--- config.mk ---
export PLATFORM = sky130hd
export DESIGN_NAME = ebm_pin_mux
export DESIGN_NICKNAME = d
export VERILOG_FILES = /design/src/design/ebm_pkg.sv /design/src/design/ebm_fifo.sv /design/src/design/ebm_pin_mux.sv
export SDC_FILE = /design/constraint.sdc
export NUM_CORES = 2
export LEC_CHECK = 0
export ABC_CLOCK_PERIOD_IN_PS = 3900
export BUFFER_PORTS_ARGS = -buffer_cell sky130_fd_sc_hd__buf_2
export CAP_MARGIN = 10
export CORE_MARGIN = 5
export CORE_UTILIZATION = 57
export CTS_BUF_LIST = sky130_fd_sc_hd__clkbuf_2
export DETAILED_ROUTE_END_ITERATION = 10
export PLACE_DENSITY = 0.8
export SLEW_MARGIN = 40
export SYNTH_ARGS = -nofsm -noshare
export SYNTH_HDL_FRONTEND = slang
export SYNTH_HIERARCHICAL = 1
export SYNTH_SLANG_ARGS = --single-unit
--- constraint.sdc ---
create_clock -name clk -period 3.9 [get_ports clk]
set_input_delay 1.17 -clock clk [delete_from_list [all_inputs] [get_ports clk]]
set_output_delay 1.17 -clock clk [all_outputs]
set_load 0.005 [all_outputs]
--- src/design/ebm_pkg.sv ---
// Purpose : Shared types and constants of the external bus pin multiplexer.
// Assumes : One clock (clk, 200 MHz), synchronous active-high reset.
// Notes   : Offsets of address fields into the external pins are kept here.
package ebm_pkg;

    // ****************************************************************
    // Constants
    // ****************************************************************
    localparam int         FIFO_DEPTH   = 8;
    localparam int         PTR_W        = 3;
    localparam logic       OWNER_STATIC = 1'h0;
    localparam logic       OWNER_DRAM   = 1'h1;
    localparam int         DRAM_LO_POS  = 2;    // Pins 11..2 from DRAM bits 9..0
    localparam int         DRAM_HI_POS  = 13;   // Pins 14..13 from DRAM bits 12..11
    localparam int         BANK_POS     = 16;   // Bank selects share pins 17..16
    localparam int         CS_DRAM_IDX  = 1;
    localparam int         CS_NAND_IDX  = 3;

    // ****************************************************************
    // Types
    // ****************************************************************
    typedef enum logic [1:0] {ST_IDLE, ST_STATIC, ST_DRAM} ebm_state_t;

    // One pin-cycle of an access, as queued by either controller
    typedef struct packed {
        logic        owner;
        logic        last;
        logic [25:0] smc_addr;
        logic [12:0] dram_addr;
        logic [1:0]  dram_bank;
        logic [31:0] wdata;
        logic        drive;
        logic [7:0]  cs_n;
        logic [3:0]  wr_n;
        logic        rd_n;
        logic        dram_cs_n;
        logic        ras_n;
        logic        cas_n;
        logic        sdwe_n;
        logic        cke;
        logic [3:0]  bm_n;
        logic [1:0]  card_ce_n;
        logic        card_io_rd_n;
        logic        card_io_wr_n;
        logic        card_rnw;
    } ebm_word_t;

    typedef struct packed {
        logic [25:0] addr;
        logic        dram_addr_ten_pin;
        logic [31:0] data_out;
        logic        data_oe_n;
        logic [7:0]  chip_select_n;
        logic [3:0]  write_strobe_n;
        logic        read_strobe_n;
        logic        write_enable_n;
        logic        dram_chip_select_n;
        logic        ras_n;
        logic        cas_n;
        logic        dram_we_n;
        logic        dram_clock_enable;
        logic [1:0]  card_chip_enable_n;
        logic        card_io_read_n;
        logic        card_io_write_n;
        logic        card_read_not_write;
        logic        nand_select_n;
        logic        nand_out_enable_n;
        logic        nand_write_enable_n;
    } ebm_pins_t;

    localparam ebm_pins_t PINS_IDLE = '{
        addr: 26'h0, dram_addr_ten_pin: 1'h0, data_out: 32'h0, data_oe_n: 1'h1,
        chip_select_n: 8'hFF, write_strobe_n: 4'hF, read_strobe_n: 1'h1,
        write_enable_n: 1'h1, dram_chip_select_n: 1'h1, ras_n: 1'h1, cas_n: 1'h1,
        dram_we_n: 1'h1, dram_clock_enable: 1'h1, card_chip_enable_n: 2'h3,
        card_io_read_n: 1'h1, card_io_write_n: 1'h1, card_read_not_write: 1'h1,
        nand_select_n: 1'h1, nand_out_enable_n: 1'h1, nand_write_enable_n: 1'h1};

endpackage : ebm_pkg

--- src/design/ebm_fifo.sv ---
// Purpose : Synchronous FIFO with valid/ready on both sides.
// Assumes : Single clock, synchronous active-high reset.
// Notes   : Full and empty are registered so ready and valid leave flops.
`timescale 1ns/1ps
module ebm_fifo #(
    parameter int WIDTH = 8,
    parameter int DEPTH = 8,
    parameter int PTR_W = 3
) (
    input  wire logic             clk,
    input  wire logic             sys_rst,
    input  wire logic             in_valid,
    output logic                  in_ready,
    input  wire logic [WIDTH-1:0] in_data,
    output logic                  out_valid,
    input  wire logic             out_ready,
    output logic      [WIDTH-1:0] out_data
);
    typedef struct packed {
        logic [DEPTH-1:0][WIDTH-1:0] mem;
        logic [PTR_W-1:0]            wptr;
        logic [PTR_W-1:0]            rptr;
        logic [PTR_W:0]              count;
        logic                        not_full;
        logic                        not_empty;
    } ebm_fifo_state_t;

    ebm_fifo_state_t state_reg;
    ebm_fifo_state_t state_next;
    logic            push;
    logic            pop;

    assign push      = in_valid && state_reg.not_full;
    assign pop       = out_ready && state_reg.not_empty;
    assign in_ready  = state_reg.not_full;
    assign out_valid = state_reg.not_empty;
    assign out_data  = state_reg.mem[state_reg.rptr];

    always_comb
    begin
        state_next = state_reg;
        if (push)
        begin
            state_next.mem[state_reg.wptr] = in_data;
            state_next.wptr                = state_reg.wptr + 1'b1;
        end
        if (pop)
            state_next.rptr = state_reg.rptr + 1'b1;
        state_next.count     = state_reg.count + {{PTR_W{1'b0}}, push} - {{PTR_W{1'b0}}, pop};
        state_next.not_full  = (state_next.count != (PTR_W+1)'(DEPTH));
        state_next.not_empty = (state_next.count != '0);
    end

    always_ff @(posedge clk)
    begin
        if (sys_rst)
        begin
            state_reg          <= '0;
            state_reg.not_full <= 1'b1;
        end
        else
            state_reg <= state_next;
    end
endmodule : ebm_fifo

--- src/design/ebm_pin_mux.sv ---
// Purpose : Routes static and DRAM controller pin cycles onto shared external pins.
// Assumes : Controllers queue one word per pin cycle; a word marked last ends an access.
// Notes   : Pins, wait and read data all leave flops; inputs from pins are double-synchronised.
//           An owner switch inside an access costs one idle cycle on the pins.
`timescale 1ns/1ps
module ebm_pin_mux (
    input  wire logic              clk,
    input  wire logic              sys_rst,
    input  wire logic              cs1_assign_bit,
    input  wire logic              cs3_assign_bit,
    input  wire logic              word_valid,
    output logic                   word_ready,
    input  wire ebm_pkg::ebm_word_t word_in,
    input  wire logic              ext_wait_n,
    input  wire logic [31:0]       data_in,
    output ebm_pkg::ebm_pins_t     ext_pins,
    output logic                   wait_req,
    output logic [31:0]            rd_data,
    output logic                   busy
);
    // ****************************************************************
    // State
    // ****************************************************************
    typedef struct packed {
        ebm_pkg::ebm_state_t fsm;
        logic                cs1a;
        logic                cs3a;
        ebm_pkg::ebm_pins_t  pins;
        logic [1:0]          wait_sync;
        logic                wait_req;
        logic [31:0]         data_sync1;
        logic [31:0]         rd_data;
        logic                busy;
    } ebm_mux_state_t;

    ebm_mux_state_t    state_reg;
    ebm_mux_state_t    state_next;
    logic              fifo_valid;
    logic              fifo_ready;
    ebm_pkg::ebm_word_t fifo_word;
    logic [$bits(ebm_pkg::ebm_word_t)-1:0] fifo_raw;

    assign fifo_word = ebm_pkg::ebm_word_t'(fifo_raw);

    ebm_fifo #(
        .WIDTH ($bits(ebm_pkg::ebm_word_t)),
        .DEPTH (ebm_pkg::FIFO_DEPTH),
        .PTR_W (ebm_pkg::PTR_W)
    ) u_fifo (
        .clk       (clk),
        .sys_rst   (sys_rst),
        .in_valid  (word_valid),
        .in_ready  (word_ready),
        .in_data   (word_in),
        .out_valid (fifo_valid),
        .out_ready (fifo_ready),
        .out_data  (fifo_raw)
    );

    // ****************************************************************
    // Pin mapping
    // ****************************************************************
    function automatic ebm_pkg::ebm_pins_t map_static(input ebm_pkg::ebm_word_t w,
                                                      input logic cs1a,
                                                      input logic cs3a);
        ebm_pkg::ebm_pins_t p;
        p                     = ebm_pkg::PINS_IDLE;
        p.addr                = w.smc_addr;
        p.data_out            = w.wdata;
        p.data_oe_n           = ~w.drive;
        p.chip_select_n       = w.cs_n;
        p.write_strobe_n      = w.wr_n;
        p.read_strobe_n       = w.rd_n;
        p.write_enable_n      = w.wr_n[0];
        // Card pins pass straight through; card glue upstream owns their timing
        p.card_chip_enable_n  = w.card_ce_n;
        p.card_io_read_n      = w.card_io_rd_n;
        p.card_io_write_n     = w.card_io_wr_n;
        p.card_read_not_write = w.card_rnw;
        // Once assigned to DRAM, select 1 is DRAM-owned: the static controller must not reach it
        if (cs1a)
            p.chip_select_n[ebm_pkg::CS_DRAM_IDX] = 1'h1;
        if (cs3a)
        begin
            p.nand_select_n       = w.cs_n[ebm_pkg::CS_NAND_IDX];
            p.nand_out_enable_n   = w.cs_n[ebm_pkg::CS_NAND_IDX] | w.rd_n;
            p.nand_write_enable_n = w.cs_n[ebm_pkg::CS_NAND_IDX] | w.wr_n[0];
        end
        return p;
    endfunction : map_static

    function automatic ebm_pkg::ebm_pins_t map_dram(input ebm_pkg::ebm_word_t w,
                                                    input logic cs1a);
        ebm_pkg::ebm_pins_t p;
        p                                                     = ebm_pkg::PINS_IDLE;
        p.addr[ebm_pkg::DRAM_LO_POS +: 10]                    = w.dram_addr[9:0];
        p.dram_addr_ten_pin                                   = w.dram_addr[10];
        p.addr[ebm_pkg::DRAM_HI_POS +: 2]                     = w.dram_addr[12:11];
        // Bank selects borrow static-only address pins
        p.addr[ebm_pkg::BANK_POS +: 2]                        = w.dram_bank;
        p.data_out                                            = w.wdata;
        p.data_oe_n                                           = ~w.drive;
        p.write_strobe_n[1]                                   = w.bm_n[1];
        p.write_strobe_n[3]                                   = w.bm_n[3];
        p.ras_n                                               = w.ras_n;
        p.cas_n                                               = w.cas_n;
        p.dram_we_n                                           = w.sdwe_n;
        p.dram_clock_enable                                   = w.cke;
        // Without the assignment the DRAM select is never driven active
        p.dram_chip_select_n                                  = w.dram_cs_n | ~cs1a;
        p.chip_select_n[ebm_pkg::CS_DRAM_IDX]                 = w.dram_cs_n | ~cs1a;
        return p;
    endfunction : map_dram

    // ****************************************************************
    // Next state
    // ****************************************************************
    logic stall;
    logic take;
    logic head_is_dram;

    // Owner of the word at the FIFO head picks the mapping
    assign head_is_dram = (fifo_word.owner == ebm_pkg::OWNER_DRAM);

    always_comb
    begin
        state_next            = state_reg;
        // ****************************************************************
        // Pin synchronisers
        // ****************************************************************
        state_next.wait_sync  = {state_reg.wait_sync[0], ext_wait_n};
        state_next.wait_req   = ~state_reg.wait_sync[1];
        state_next.data_sync1 = data_in;
        state_next.rd_data    = state_reg.data_sync1;

        // ****************************************************************
        // Access sequencing
        // ****************************************************************
        // Static access stretched while the synchronised wait is low
        stall = (state_reg.fsm == ebm_pkg::ST_STATIC) && !state_reg.wait_sync[1];
        take  = 1'b0;
        case (state_reg.fsm)
            ebm_pkg::ST_IDLE:
            begin
                state_next.pins = ebm_pkg::PINS_IDLE;
                // Assignment bits follow their inputs only between accesses
                state_next.cs1a = cs1_assign_bit;
                state_next.cs3a = cs3_assign_bit;
                if (fifo_valid)
                begin
                    take = 1'b1;
                    if (head_is_dram)
                    begin
                        state_next.pins = map_dram(fifo_word, cs1_assign_bit);
                        state_next.fsm  = fifo_word.last ? ebm_pkg::ST_IDLE : ebm_pkg::ST_DRAM;
                    end
                    else
                    begin
                        state_next.pins = map_static(fifo_word, cs1_assign_bit, cs3_assign_bit);
                        state_next.fsm  = fifo_word.last ? ebm_pkg::ST_IDLE : ebm_pkg::ST_STATIC;
                    end
                end
            end
            ebm_pkg::ST_STATIC, ebm_pkg::ST_DRAM:
            begin
                // FIFO dry mid-access: pins hold the last word
                if (fifo_valid && !stall)
                begin
                    // Owner change mid-access: close with an idle cycle first
                    if (head_is_dram != (state_reg.fsm == ebm_pkg::ST_DRAM))
                    begin
                        state_next.fsm  = ebm_pkg::ST_IDLE;
                        state_next.pins = ebm_pkg::PINS_IDLE;
                    end
                    else
                    begin
                        take            = 1'b1;
                        state_next.pins = (state_reg.fsm == ebm_pkg::ST_DRAM)
                                          ? map_dram(fifo_word, state_reg.cs1a)
                                          : map_static(fifo_word, state_reg.cs1a, state_reg.cs3a);
                        if (fifo_word.last)
                            state_next.fsm = ebm_pkg::ST_IDLE;
                    end
                end
            end
            default:
            begin
                // Unused encoding falls back to idle pins
                state_next.fsm  = ebm_pkg::ST_IDLE;
                state_next.pins = ebm_pkg::PINS_IDLE;
            end
        endcase
        // Busy also covers the cycle in which a popped last word shows on the pins
        state_next.busy = (state_next.fsm != ebm_pkg::ST_IDLE) || take;
    end

    assign fifo_ready = take;

    always_ff @(posedge clk)
    begin
        if (sys_rst)
        begin
            state_reg           <= '0;
            state_reg.fsm       <= ebm_pkg::ST_IDLE;
            state_reg.pins      <= ebm_pkg::PINS_IDLE;
            // Wait synchroniser starts released so no false stall follows reset
            state_reg.wait_sync <= 2'h3;
        end
        else
        begin
            state_reg <= state_next;
        end
    end

    // ****************************************************************
    // Outputs
    // ****************************************************************
    // Every output is a register field; no logic after the flops
    assign ext_pins = state_reg.pins;
    assign wait_req = state_reg.wait_req;
    assign rd_data  = state_reg.rd_data;
    assign busy     = state_reg.busy;
endmodule : ebm_pin_mux

==> run_results.csv <==
group,metric,value,unit
status,status,"completed",
synth,netlist_area,44900,um^2
clock_tree,cts_inserted_buffers,232,
hold_path,min_from,"sys_rst",
pwr,ir_drop,0.726,mV
critical_path,cp_max_fo,4,
critical_path,cp-end-kind,"flop",
cells_and_area,fin_area,48500,um^2
cells_and_area,drive_gt1_share,21.2,%
detailed_routing,vias,40000,
timing,fin_setup_tns,0,ns
pwr,p_switching,10.4,mW
grt,grt_pass1_wl,206000,um
clock_tree,cts_tree,"done",
timing,hold-worst-slack,0.177,ns
clock_tree,cts_hold_buf,137,
timing,timing.final.crit_share,92.9,%
pwr,power_frac_comb,33.6,%
critical_path,regToRegStartpoint,"u_fifo/state_reg[6]$_SDFFE_PP0P_",
clock_tree,cts.sinks,978,
grt,grt-ovfl-total,0,
detailed_routing,post_drt_wl_per_cell,21.1,um
pwr,finalPower,26.6,mW
timing,fmax,0.276,GHz
hold_path,hold_path_depth,2,
critical_path,regToRegSetupSlack,0.28,ns
grt,grtUsageTotal,29.0,%
detailed_routing,viasPerCell,6.48,
pwr,switching_share,39.0,%
critical_path,cp_num_cells,13,
synth,postSynthAreaPerCell,8.95,um^2
floorplan,die_h,291,um
critical_path,crit_arrival,4.87,ns
detailed_routing,drc_errors,0,
job,maxCapViolations,0,
critical_path,cp_cell_sequence,"mux4_2 -> mux2_2 -> xnor2_1 -> a31oi_1 -> nor2_1 -> nand2_1 -> inv_1 -> ha_1 -> inv_1 -> ha_1 -> and3_1 -> or3_1 -> a2111o_1",
grt,grt_pass1_vias,38900,
clock_tree,insertion_delay,1.47,ns
timing,final-hold-violation-count,0,
hold_path,hold_end,"ext_pins[35]$_SDFFE_PP0P_",
timing,worstMarginPinSlew,0.882,ns
clock_tree,clkTransAtPathRegs,0.11,ns
floorplan,fp.dieW,291,um
cells_and_area,final_util,61.7,%
synth,syn_nets,5174,
detailed_routing,drt_wl_total,130000,um
detailed_routing,drt-pass1-iter-count,6,
hold_path,hold_path_class,"input port to flop",
detailed_routing,drtIter0Drc,5421,
critical_path,max_stage_delay,0.52,ns
critical_path,cp_top_family,"simple AND/OR/NAND/NOR gates",
floorplan,initial_utilization,57.2,%
cells_and_area,area_growth,7.93,%
floorplan,core,78600,um^2
clock_tree,cts_setup_buffers,0,
timing,finalClockSkew,0.130,ns
pwr,clockPowerShare,24.6,%
timing,max-slew-margin-rel,41.2,%
timing,rsz0062_at_grt,"no",
critical_path,cpMaxStageDelayCell,"mux4_2",
place,routabilityCongestion,0.814,
floorplan,die_area,84600,um^2
synth,yosysWarningCount,6,
timing,finalSetupViolations,0,
clock_tree,clockRootBuffer,"clkbuf_2",
pwr,p_leak,16.4,nW
timing,layout_min_cycle_time,3.62,ns
floorplan,rows,103,
critical_path,cp_num_buf_inv,2,
clock_tree,cts_resized,0,
critical_path,r2r-end,"u_fifo/in_ready$_SDFF_PP1_",
pwr,internal-power,16.2,mW
critical_path,cp-start-kind,"flop",
detailed_routing,ant_nets,0,
synth,synthCells,5022,
critical_path,reg2reg_depth,13,
clock_tree,htreeDepth,4,
grt,grt_max_degree,187,
place,port_buffers,260,
critical_path,critPathRequiredTime,5.14,ns
place,hpwl,69100,um
cells_and_area,largest_reg_flops,818,
grt,antenna_found_initial,12,
timing,slew_violations,0,
critical_path,path_class,"flop to flop",
cells_and_area,final_nets,5109,
pwr,powerDensity,549,nW/um^2
floorplan,pin_count,263,
pwr,power_frac_seq,41.8,%
place,dpl_cell_area,45100,um^2
clock_tree,clk_path_buf_depth,3,
[final cells by class]
class | count | area (um^2)
Multi-Input combinational cell | 3210 | 21300
Inverter | 33 | 124
Timing Repair Buffer | 502 | 4150
Clock buffer | 352 | 1760
Clock inverter | 37 | 234
Tap cell | 1050 | 1310
Fill cell | 6572 | 30100
Antenna cell | 13 | 32.5
Sequential cell | 978 | 19600
[layer usage]
layer / vias up / share of wire [%] / track usage (%)
li1: 18000 / - / -
met1: 19500 / 40 / 38.1
met2: 2244 / 47 / 46.6
met3: 348 / 9.7 / 6.42
met4: 2 / 3.2 / 12.7
met5: - / 0.0061 / 0
[stage by stage]
| stage | instances | setup slack, ns |
|---|---|---|
| floorplan | 5022 | 0.138 |
| global placement | 5629 | 0.355 |
| detailed placement | 5635 | 0.320 |
| CTS | 6161 | 0.304 |
| global route | 6170 | 0.113 |
| finish | 6175 | 0.277 |
[how the worst max path moves through the flow]
stage	start	end	slack [ns]
after floorplan	u_fifo/state_reg[7]$_SDFFE_PP0P_	u_fifo/in_ready$_SDFF_PP1_	0.14
after global placement	u_fifo/state_reg[6]$_SDFFE_PP0P_	u_fifo/in_ready$_SDFF_PP1_	0.35
after detailed placement	u_fifo/state_reg[6]$_SDFFE_PP0P_	u_fifo/in_ready$_SDFF_PP1_	0.32
after CTS	u_fifo/state_reg[6]$_SDFFE_PP0P_	u_fifo/in_ready$_SDFF_PP1_	0.30
after global routing	u_fifo/state_reg[6]$_SDFFE_PP0P_	u_fifo/in_ready$_SDFF_PP1_	0.11
final	u_fifo/state_reg[6]$_SDFFE_PP0P_	u_fifo/in_ready$_SDFF_PP1_	0.28
[power by group through the flow]
stage	sequential, mW	clock [mW]	combinational, mW
finish	11.1	6.56	8.93
global route	11.2	7.20	9.47
CTS	11.1	6.67	8.75
detailed placement	11.3	0	8.62
global placement	11.3	0	8.44
floorplan	11.1	0	6.74
[worst register-to-register path, delay by kind of cell, from the launching register on]
family | cells | cell delay, ns
AO/OA/AOI/OAI | 2 | 0.56
XOR/XNOR | 1 | 0.20
adder cells (fa/ha/maj) | 2 | 0.45
buffers and inverters | 2 | 0.14
flip-flops | 1 | 0.41
multiplexers | 2 | 0.84
AND/OR/NAND/NOR | 4 | 0.90
[layout by cell type, fill, tap and decap left out, drive strengths merged, types with 6 or more instances in the layout]
cell	n
mux2	101
o211ai	16
xor2	6
ha	10
nand3	813
dlygate4sd3	137
nor2	43
o21bai	10
o32ai	14
inv	38
mux4	202
nand4	45
buf	365
nand2	69
a211oi	14
clkinv	26
nand2b	22
and3b	15
o21ai	829
nor2b	69
clkbuf	352
a21oi	879
dfxtp	978
diode	13
Power figures use the tool's default switching activity.
